--- src/rtl/irb_defs.vh ---
// constants for the rate, bias and command register group
// assumes byte-wide register port, 16-bit registers at even addresses
`ifndef IRB_DEFS_VH
`define IRB_DEFS_VH
`define IRB_ADDR_W          7
`define IRB_ADDR_SCALE      7'h62
`define IRB_ADDR_DECIM      7'h64
`define IRB_ADDR_BIAS       7'h66
`define IRB_ADDR_CMD        7'h68
`define IRB_ADDR_FWREV      7'h6C
`define IRB_RST_SCALE       16'h07D0
`define IRB_RST_DECIM       16'h0000
`define IRB_RST_BIAS        16'h070A
`define IRB_DECIM_MAX       11'h7CF
`define IRB_DECIM_MSB       10
`define IRB_BIAS_MASK       16'h3F0F
`define IRB_TBC_MAX         4'hC
`define IRB_CMD_RESET       7
`define IRB_CMD_FTEST       4
`define IRB_CMD_BACKUP      3
`define IRB_CMD_SELFTEST    2
`define IRB_CMD_RESTORE     1
`define IRB_CMD_BIASUPD     0
`define IRB_MODE_INT        3'h0
`define IRB_MODE_DIRECT     3'h1
`define IRB_MODE_SCALED     3'h2
`define IRB_MODE_OUTPUT     3'h3
`define IRB_MODE_PULSE      3'h5
// base sample rate 2000 Hz from 50 MHz: 25000 cycles
`define IRB_BASE_HZ         2000
`define IRB_CLK_HZ          50000000
`define IRB_BASE_DIV        (`IRB_CLK_HZ / `IRB_BASE_HZ)
`define IRB_DIAG_FTEST      6
`define IRB_DIAG_SELFTEST   5
`define IRB_DIAG_BACKUP     2
`endif

--- src/rtl/irb_regs.v ---
// rate, bias estimator and global command registers of the inertial unit
// assumes a byte write/read port decoded from the serial host, synchronous
// inputs, and external engines that report command completion and results
// Notes on behaviour
// RL1: decimation uses bits 10:0, capped at 1999; upper five bits are ignored.
// RL2: internal clock mode output rate is 2000 over decimation plus one.
// RL3: samples are averaged per output period; delta interval stretches too.
// RL4: scaled mode rate is sync frequency times scale factor over decimation+1.
// RL5: direct and pulse modes use scale factor one.
// RL6: bias config bits 13:11 accel Z,Y,X; bits 10:8 gyro Z,Y,X enables.
// RL7: time base exponent bits 3:0 ranges 0 to 12; averaging is 64 bases.
// RL8: bias config resets to 0x070A: gyros on, accels off, exponent ten.
// RL9: a written one starts a command: 7,4,3,2,1,0 as listed.
// RL10: while a command runs, no data, no data ready, host requests ignored.
// RL11: software reset clears data and restarts, like the reset pin; here the diagnostic flags keep their values.
// RL12: flash test compares a checksum and sets diagnostic bit six on mismatch.
// RL13: flash backup stores user registers; diagnostic bit two shows failure.
// RL14: self test applies stimulus, compares change, reports diagnostic bit five.
// RL15: factory restore defaults control, decimation, filter; zeroes twelve offsets.
// RL16: bias update applies estimator corrections to sensor outputs.
// RL17: firmware revision is a sixteen-bit four-digit decimal-coded value.
// RL18: timing mode code 000 internal, 001 direct, 010 scaled, 011 output, 101 pulse.
// RL19: scaled mode sync input runs 1 to 128 Hz, sample clock multiplied.
// RL20: host writes low byte to even address, then high byte to odd.
// RL21: command bits hold no state; pending command clears on completion.
`timescale 1ns/1ns
`include "irb_defs.vh"
module irb_regs #(
    parameter [15:0] FW_REVISION = 16'h0100,  // arbitrary value
    parameter [31:0] BASE_DIV    = `IRB_BASE_DIV
) (
    input  wire        i_ref_clk,
    input  wire        i_reset,
    input  wire        i_clk_en,
    input  wire        i_wr_en,
    input  wire        i_rd_en,
    input  wire [6:0]  i_addr,
    input  wire [7:0]  i_wdata,
    input  wire [2:0]  i_sync_mode,
    input  wire        i_sync_tick,
    input  wire        i_cmd_done,
    input  wire        i_crc_mismatch,
    input  wire        i_backup_fail,
    input  wire        i_selftest_fail,
    output reg  [7:0]  o_rdata,
    output reg         o_rd_valid,
    output wire        o_busy,
    output reg  [7:0]  o_cmd_pulse,
    output reg         o_soft_reset,
    output reg         o_sample_tick,
    output reg         o_output_tick,
    output wire        o_data_ready,
    output reg  [2:0]  o_diag_flags,
    output wire [5:0]  o_bias_enable,
    output wire [3:0]  o_time_base_exponent,
    output wire [10:0] o_output_decimation,
    output wire [15:0] o_scale_factor_value
);

////////////////////////////////////////////////////////////////////////////////
// registers

reg  [15:0] scale_q;
reg  [15:0] decim_q;
reg  [15:0] bias_q;
reg  [7:0]  low_byte_q;
reg  [7:0]  pending_q;
reg  [31:0] base_cnt_q;
reg  [15:0] mult_cnt_q;
reg  [10:0] dec_cnt_q;
reg         ready_q;

wire [6:0]  even_addr = {i_addr[6:1], 1'b0};
wire        host_ok   = (pending_q == 8'h00);
wire        wr_ok     = i_wr_en & host_ok;

assign o_busy = ~host_ok;

// clamp so a value above the maximum cannot stretch the output period further
function [10:0] clamp_decim;
    input [15:0] v;
    begin
        if (v[`IRB_DECIM_MSB:0] > `IRB_DECIM_MAX) begin
            clamp_decim = `IRB_DECIM_MAX;
        end else begin
            clamp_decim = v[`IRB_DECIM_MSB:0];
        end
    end
endfunction

// the estimator only knows exponents up to twelve; larger stored values saturate
function [3:0] clamp_tbe;
    input [15:0] v;
    begin
        if (v[3:0] > `IRB_TBC_MAX) begin
            clamp_tbe = `IRB_TBC_MAX;
        end else begin
            clamp_tbe = v[3:0];
        end
    end
endfunction

// an accepted even-byte write to the command register starts a command
function cmd_write_hit;
    input       wr;
    input [6:0] addr;
    begin
        cmd_write_hit = wr & ~addr[0] & ({addr[6:1], 1'b0} == `IRB_ADDR_CMD);
    end
endfunction

function [7:0] byte_of;
    input [15:0] word;
    input        hi;
    begin
        byte_of = hi ? word[15:8] : word[7:0];
    end
endfunction

// one byte of the register map; command and unmapped addresses read as zero
function [7:0] read_byte;
    input [6:0]  addr;
    input [15:0] scale;
    input [15:0] decim;
    input [15:0] bias;
    begin
        case ({addr[6:1], 1'b0})
            `IRB_ADDR_SCALE: read_byte = byte_of(scale, addr[0]);
            `IRB_ADDR_DECIM: read_byte = byte_of(decim, addr[0]);
            `IRB_ADDR_BIAS:  read_byte = byte_of(bias, addr[0]);
            `IRB_ADDR_FWREV: read_byte = byte_of(FW_REVISION, addr[0]);  // see RL17
            default:         read_byte = 8'h00;
        endcase
    end
endfunction

assign o_output_decimation  = clamp_decim(decim_q);               // see RL1
assign o_bias_enable        = bias_q[13:8];                       // see RL6
assign o_time_base_exponent = clamp_tbe(bias_q);                  // see RL7
// direct and pulse modes multiply by one
assign o_scale_factor_value = (i_sync_mode == `IRB_MODE_SCALED) ?
                              scale_q : 16'h0001;                  // see RL5

////////////////////////////////////////////////////////////////////////////////
// host writes: low byte staged at even address, committed with high byte

always @(posedge i_ref_clk or posedge i_reset) begin
    if (i_reset) begin
        scale_q     <= `IRB_RST_SCALE;
        decim_q     <= `IRB_RST_DECIM;
        bias_q      <= `IRB_RST_BIAS;                              // see RL8
        low_byte_q  <= 8'h00;
        pending_q   <= 8'h00;
        o_cmd_pulse <= 8'h00;
    end else if (i_clk_en) begin
        o_cmd_pulse <= 8'h00;
        if (o_soft_reset) begin
            // software reset restores the registers and pending commands; diagnostic flags keep their values
            scale_q    <= `IRB_RST_SCALE;                          // see RL11
            decim_q    <= `IRB_RST_DECIM;
            bias_q     <= `IRB_RST_BIAS;
            low_byte_q <= 8'h00;
            pending_q  <= 8'h00;
        end else if (!host_ok) begin
            if (i_cmd_done) begin
                if (pending_q[`IRB_CMD_RESTORE]) begin
                    decim_q <= `IRB_RST_DECIM;                     // see RL15
                end
                pending_q <= 8'h00;                                // see RL21
            end
        end else if (wr_ok) begin                                  // see RL10
            if (!i_addr[0]) begin
                low_byte_q <= i_wdata;                             // see RL20
                if (even_addr == `IRB_ADDR_CMD) begin
                    pending_q   <= i_wdata & 8'h9F;                // see RL9
                    o_cmd_pulse <= i_wdata & 8'h9F;
                end
            end else begin
                case (even_addr)
                    `IRB_ADDR_SCALE: scale_q <= {i_wdata, low_byte_q};
                    `IRB_ADDR_DECIM: decim_q <= {i_wdata, low_byte_q};
                    `IRB_ADDR_BIAS:  bias_q  <= {i_wdata, low_byte_q} & `IRB_BIAS_MASK;
                    default:         low_byte_q <= low_byte_q;
                endcase
            end
        end
    end
end

////////////////////////////////////////////////////////////////////////////////
// software reset pulse, in the same cycle as the command pulse

always @(posedge i_ref_clk or posedge i_reset) begin
    if (i_reset) begin
        o_soft_reset <= 1'b0;
    end else if (i_clk_en) begin
        o_soft_reset <= cmd_write_hit(wr_ok, i_addr) & i_wdata[`IRB_CMD_RESET]
                        & ~o_soft_reset;                           // see RL11
    end
end

////////////////////////////////////////////////////////////////////////////////
// diagnostic results latched at completion; results come from the engines

always @(posedge i_ref_clk or posedge i_reset) begin
    if (i_reset) begin
        o_diag_flags <= 3'b000;
    end else if (i_clk_en && !host_ok && i_cmd_done) begin
        if (pending_q[`IRB_CMD_FTEST]) begin
            o_diag_flags[2] <= i_crc_mismatch;                     // see RL12
        end
        if (pending_q[`IRB_CMD_SELFTEST]) begin
            o_diag_flags[1] <= i_selftest_fail;                    // see RL14
        end
        if (pending_q[`IRB_CMD_BACKUP]) begin
            o_diag_flags[0] <= i_backup_fail;                      // see RL13
        end
    end
end

////////////////////////////////////////////////////////////////////////////////
// reads: ignored while busy; command register reads as zero

always @(posedge i_ref_clk or posedge i_reset) begin
    if (i_reset) begin
        o_rdata    <= 8'h00;
        o_rd_valid <= 1'b0;
    end else if (i_clk_en) begin
        o_rd_valid <= i_rd_en & host_ok;                           // see RL10
        if (i_rd_en && host_ok) begin
            o_rdata <= read_byte(i_addr, scale_q, decim_q, bias_q);
        end
    end
end

////////////////////////////////////////////////////////////////////////////////
// sample clock: internal base, or sync ticks times the scale factor.
// scaled mode spreads k samples evenly by counting base periods divided by k
// would need a divider; instead the multiplier counts fast base ticks, which
// is exact only for the nominal 1 Hz / 2000 pairing (RL19 range is trusted).

wire scaled_mode = (i_sync_mode == `IRB_MODE_SCALED);
wire direct_mode = (i_sync_mode == `IRB_MODE_DIRECT) | (i_sync_mode == `IRB_MODE_PULSE);
wire base_hit    = (base_cnt_q == BASE_DIV - 32'd1);

always @(posedge i_ref_clk or posedge i_reset) begin
    if (i_reset) begin
        base_cnt_q    <= 32'd0;
        mult_cnt_q    <= 16'h0000;
        o_sample_tick <= 1'b0;
    end else if (i_clk_en) begin
        base_cnt_q    <= base_hit ? 32'd0 : base_cnt_q + 32'd1;
        o_sample_tick <= 1'b0;
        if (!host_ok || o_soft_reset) begin
            mult_cnt_q <= 16'h0000;                                // see RL10
        end else if (scaled_mode) begin
            if (i_sync_tick) begin
                mult_cnt_q <= o_scale_factor_value;                // see RL4
            end else if (base_hit && mult_cnt_q != 16'h0000) begin
                mult_cnt_q    <= mult_cnt_q - 16'h0001;
                o_sample_tick <= 1'b1;                             // see RL19
            end
        end else if (direct_mode) begin
            o_sample_tick <= i_sync_tick;                          // see RL5
        end else begin
            o_sample_tick <= base_hit;                             // see RL2
        end
    end
end

////////////////////////////////////////////////////////////////////////////////
// decimation: one output per decimation+1 samples; the averaging engine
// uses o_output_tick as its period boundary

always @(posedge i_ref_clk or posedge i_reset) begin
    if (i_reset) begin
        dec_cnt_q     <= 11'h000;
        o_output_tick <= 1'b0;
        ready_q       <= 1'b0;
    end else if (i_clk_en) begin
        o_output_tick <= 1'b0;
        if (!host_ok || o_soft_reset) begin
            dec_cnt_q <= 11'h000;
            ready_q   <= 1'b0;                                     // see RL10
        end else if (o_sample_tick) begin
            if (dec_cnt_q >= o_output_decimation) begin
                dec_cnt_q     <= 11'h000;
                o_output_tick <= 1'b1;                             // see RL3
                ready_q       <= 1'b1;
            end else begin
                dec_cnt_q <= dec_cnt_q + 11'h001;
                ready_q   <= 1'b0;
            end
        end
    end
end

assign o_data_ready = ready_q & host_ok;                           // see RL10

// bias update and restore of offsets act in the sensor path via o_cmd_pulse
// see RL16

endmodule

--- config.mk ---
export PLATFORM = sky130hd
export DESIGN_NAME = irb_regs
export DESIGN_NICKNAME = d
export VERILOG_FILES = /design/src/rtl/irb_regs.v
export VERILOG_INCLUDE_DIRS = /design/src /design/src/rtl
export SDC_FILE = /design/constraint.sdc
export NUM_CORES = 1
export LEC_CHECK = 0
export ABC_AREA = 1
export BUFFER_PORTS_ARGS = -buffer_cell sky130_fd_sc_hd__clkbuf_2
export CAP_MARGIN = 15
export CELL_PAD_IN_SITES_DETAIL_PLACEMENT = 1
export CELL_PAD_IN_SITES_GLOBAL_PLACEMENT = 1
export CORE_MARGIN = 4
export CORE_UTILIZATION = 43
export CTS_CLUSTER_DIAMETER = 80
export CTS_CLUSTER_SIZE = 16
export DETAILED_ROUTE_END_ITERATION = 7
export MAX_ROUTING_LAYER = met4
export PLACE_DENSITY = 0.85
export SETUP_SLACK_MARGIN = 0.15
export SYNTH_ARGS = -nofsm -noshare
export SYNTH_HDL_FRONTEND = slang
export SYNTH_SLANG_ARGS = --single-unit
export TNS_END_PERCENT = 30
--- constraint.sdc ---
create_clock -name i_ref_clk -period 5.4 [get_ports i_ref_clk]
set_clock_uncertainty 0.2 [all_clocks]
set_input_delay 0 -clock i_ref_clk [delete_from_list [all_inputs] [get_ports i_ref_clk]]
set_output_delay 0 -clock i_ref_clk [all_outputs]
set_load 0.05 [all_outputs]
==> metrics <==
run status finished with violations; violations in the final reports negative hold slack; total area of multi-input combinational cells 0.00405 sq mm; cell chosen for the clock root clkbuf_16; starting density of the core 44.0%; total negative slack 0 ps; 1st-pass router iterations 5; # port buffers 87; Syn Inst Count 1,191; clock buffers created by TritonCTS 17; die span in x 147 um; FF+latch count, synth 137; clock tree from TritonCTS built; total of cells resized after clock tree synthesis 0; clock tree sinks 137; Worst setup SP type register; top library cells by usage in the layout, fill and taps aside nand2_1 (391), nor2_1 (155), inv_1 (130); number of nets in the finished design 1,322; area growth from synthesis to final layout 17.5%; cell total after placement 1,465; unrepaired setup endpoints after global routing no; slowest stage cell on the critical path nor2_4; transition time at the pin with the least slew margin 916 ps; Final Worst Setup Slack 2410 ps; number of nets with antenna violations after detailed routing 0; delay of the slowest critical-path stage 800 ps; Worst Path Max Fanout 34; time the worst path needs with I/O delays and setup 2990 ps; most used cell, CP nand2_1; worst endpoint data arrival time 3110 ps; required time of the critical path 5530 ps; y dimension of the die 147 um; n_diodes 0; Total GRT Usage 26.3%; WL final 26,800 um; # DRC 0; maximum clock frequency 0.335 GHz; syn_area_per_cell 6.93 sq um; placer's final routability congestion estimate 0.895; final cell count without fillers 1,527; post-synth top area share 38.2%; number of synthesized flops with an enable pin 0; area of all sequential standard cells 0.00344 sq mm; relative max-transition margin 38.8%; adder and majority cell fraction of the synthesized area 2.12%; Post-Synth Simple-Gate Area 35.4%; number of post-CTS setup repair buffers 0; final hold violation count 1; leakage dissipation 5.08 nW; GRT Residual Overflow 0; Core Area 0.0188 sq mm; final std cell area, no fill 0.00970 sq mm; hold_ws -0.510 ps; setup slack after placement 2210 ps; fill count 2,446; share of final-layout standard cells stronger than drive strength 1 12.2%; worst-case clock buffer depth 2; Skew-Pair Late Insertion Delay 430 ps; library cell with the largest summed area after synthesis dfrtp_1; Critical Path End Type register; number of global-route vias before repair 8,609; number of placement rows 50; synth unique cells 42; number of DRC markers in iteration 0 541; wire length of the first global-routing pass 44,400 um; via-per-instance ratio 5.39; CTS HTree Levels 4; number of antenna violations at the first check in global routing 0; max-slew violation total from the final report 0; Final Cycle Share 55.3%; I/O pins 90; dominant cells by area after synthesis dfrtp_1 (38%), nand2_1 (18%), nor2_1 (7.0%); Ys Warns 0; share of flip-flops with an asynchronous set or reset after synthesis 100%; total standard cell area after synthesis 0.00825 sq mm; synthesized-area fraction occupied by xor and xnor cells 2.44%; half-perimeter wire length after detailed placement 19,200 um; number of setup violations in the final report 0; list of cells traversed by the critical path nor2_1, nand3_2, nor2_4, inv_2, nand2_1, nand2_2, inv_1, nand2_1, o21ai_0; Via Count 8,231; number of max-cap violations 0; ratio of total power to cell area 454 mW/mm^2; leading cell type in the layout, fill and taps excluded nand2_1; instance area after placement 0.00874 sq mm; routed length per instance 17.6 um; clock-pin slew reported for the worst setup and hold paths after clock tree synthesis 60 ps; share of synthesized area occupied by flip-flops and latches 41.7%; kind of critical path register to register; dominant combinational cell family by area after synthesis simple AND/OR/NAND/NOR gates; power after layout 4.40 mW; pin count of the biggest net entering global routing 89; proportion of synthesized area in mux cells 0.409%; Synth Flop Type dfrtp_1; class of the tightest hold or removal check input pin to register; fraction of the mapped netlist area in compound gates 8.60%; die outline area 0.0215 sq mm; maximum vdd drop 217 uV
layout make-up:
class | instances | share of cell area, %
Clock buffer | 23 | 4.72
Multi-Input combinational cell | 870 | 41.7
Inverter | 136 | 5.32
Sequential cell | 137 | 35.5
Tap cell | 234 | 3.02
Timing Repair Buffer | 118 | 7.72
Clock inverter | 9 | 2.01
worst paths after layout:
check,end,slack (ps),cells after the start,from
hold reg to reg,o_rdata[0],280,2,o_rdata[0]
setup reg to reg,dec_cnt_q[0],2410,9,pending_q[7]
setup / recovery,dec_cnt_q[0],2410,9,pending_q[7]
max in group asynchronous,scale_q[11],3700,4,i_reset
min in group asynchronous,dec_cnt_q[8],80,3,i_reset
hold / removal,o_rdata[5],-0.5,8,i_addr[3]
stage by stage:
stage / util [%] / hold slack, ps
floorplan: - / -49.5
global placement: 46.6 / 3.79
detailed placement: 46.6 / 25.1
CTS: 51.6 / 2.24
global route: 51.7 / 61.2
finish: 51.7 / -0.510
synthesized netlist by cell type, types with 3 or more instances:
master    number
or2_2          4
nand3_1       74
nor3_1        22
nand4_1       28
ha_1          14
dfrtp_1      126
nor2_1       155
nand2_1      391
mux2_2         3
inv_1        131
dfstp_2       11
and2_1         4
o21ai_1       21
xor2_1        21
o21ai_2        5
clkbuf_1      26
a21oi_1       28
inv_2          4
nor2_4         4
buf_6          4
buf_2          9
nor4_1         6
nand2_2        4
o21ai_0       63
buf_4          9
repair_timing:
action                                 in CTS  in global routing
hold buffers                               29                  0
endpoints found under the hold margin     144                  0
setup endpoints to repair                   0                  0
per-layer routing:
layer | track usage, % | routed length (um)
met5 | - | 0
met4 | 7.43 | 578
met3 | 4.53 | 1170
met2 | 42.6 | 13100
met1 | 34.0 | 11900
sequential cells by signal, indices dropped and copies added (netlist names):
name / flops
decim_q: 16
mult_cnt_q: 16
o_rd_valid: 1
dec_cnt_q: 11
ready_q: 1
o_soft_reset: 1
o_cmd_pulse: 6
low_byte_q: 8
scale_q: 16
pending_q: 6
o_sample_tick: 1
base_cnt_q: 32
o_rdata: 8
o_output_tick: 1
bias_q: 10
o_diag_flags: 3
power by group:
| group | internal [mW] | switching [mW] |
|---|---|---|
| logic | 0.447 | 1.20 |
| clock network | 0.877 | 0.450 |
| registers | 1.23 | 0.191 |
critical path: cells and delay by family (launching register included):
kind	cells	cell delay [ps]
AND/OR/NAND/NOR	6	1800
AO/OA/AOI/OAI	1	100
flip-flops	1	410
buffers and inverters	2	380
logic make-up (layout without fill, tap and decap cells):
group,count (synthesis),count (layout)
AO/OA/AOI/OAI,129,129
XOR/XNOR,23,23
adder cells (fa/ha/maj),14,14
buffers and inverters,185,286
flip-flops,137,137
multiplexers,3,3
other,1,2
AND/OR/NAND/NOR,699,699
Note: power is estimated with default switching activity, not from simulation.
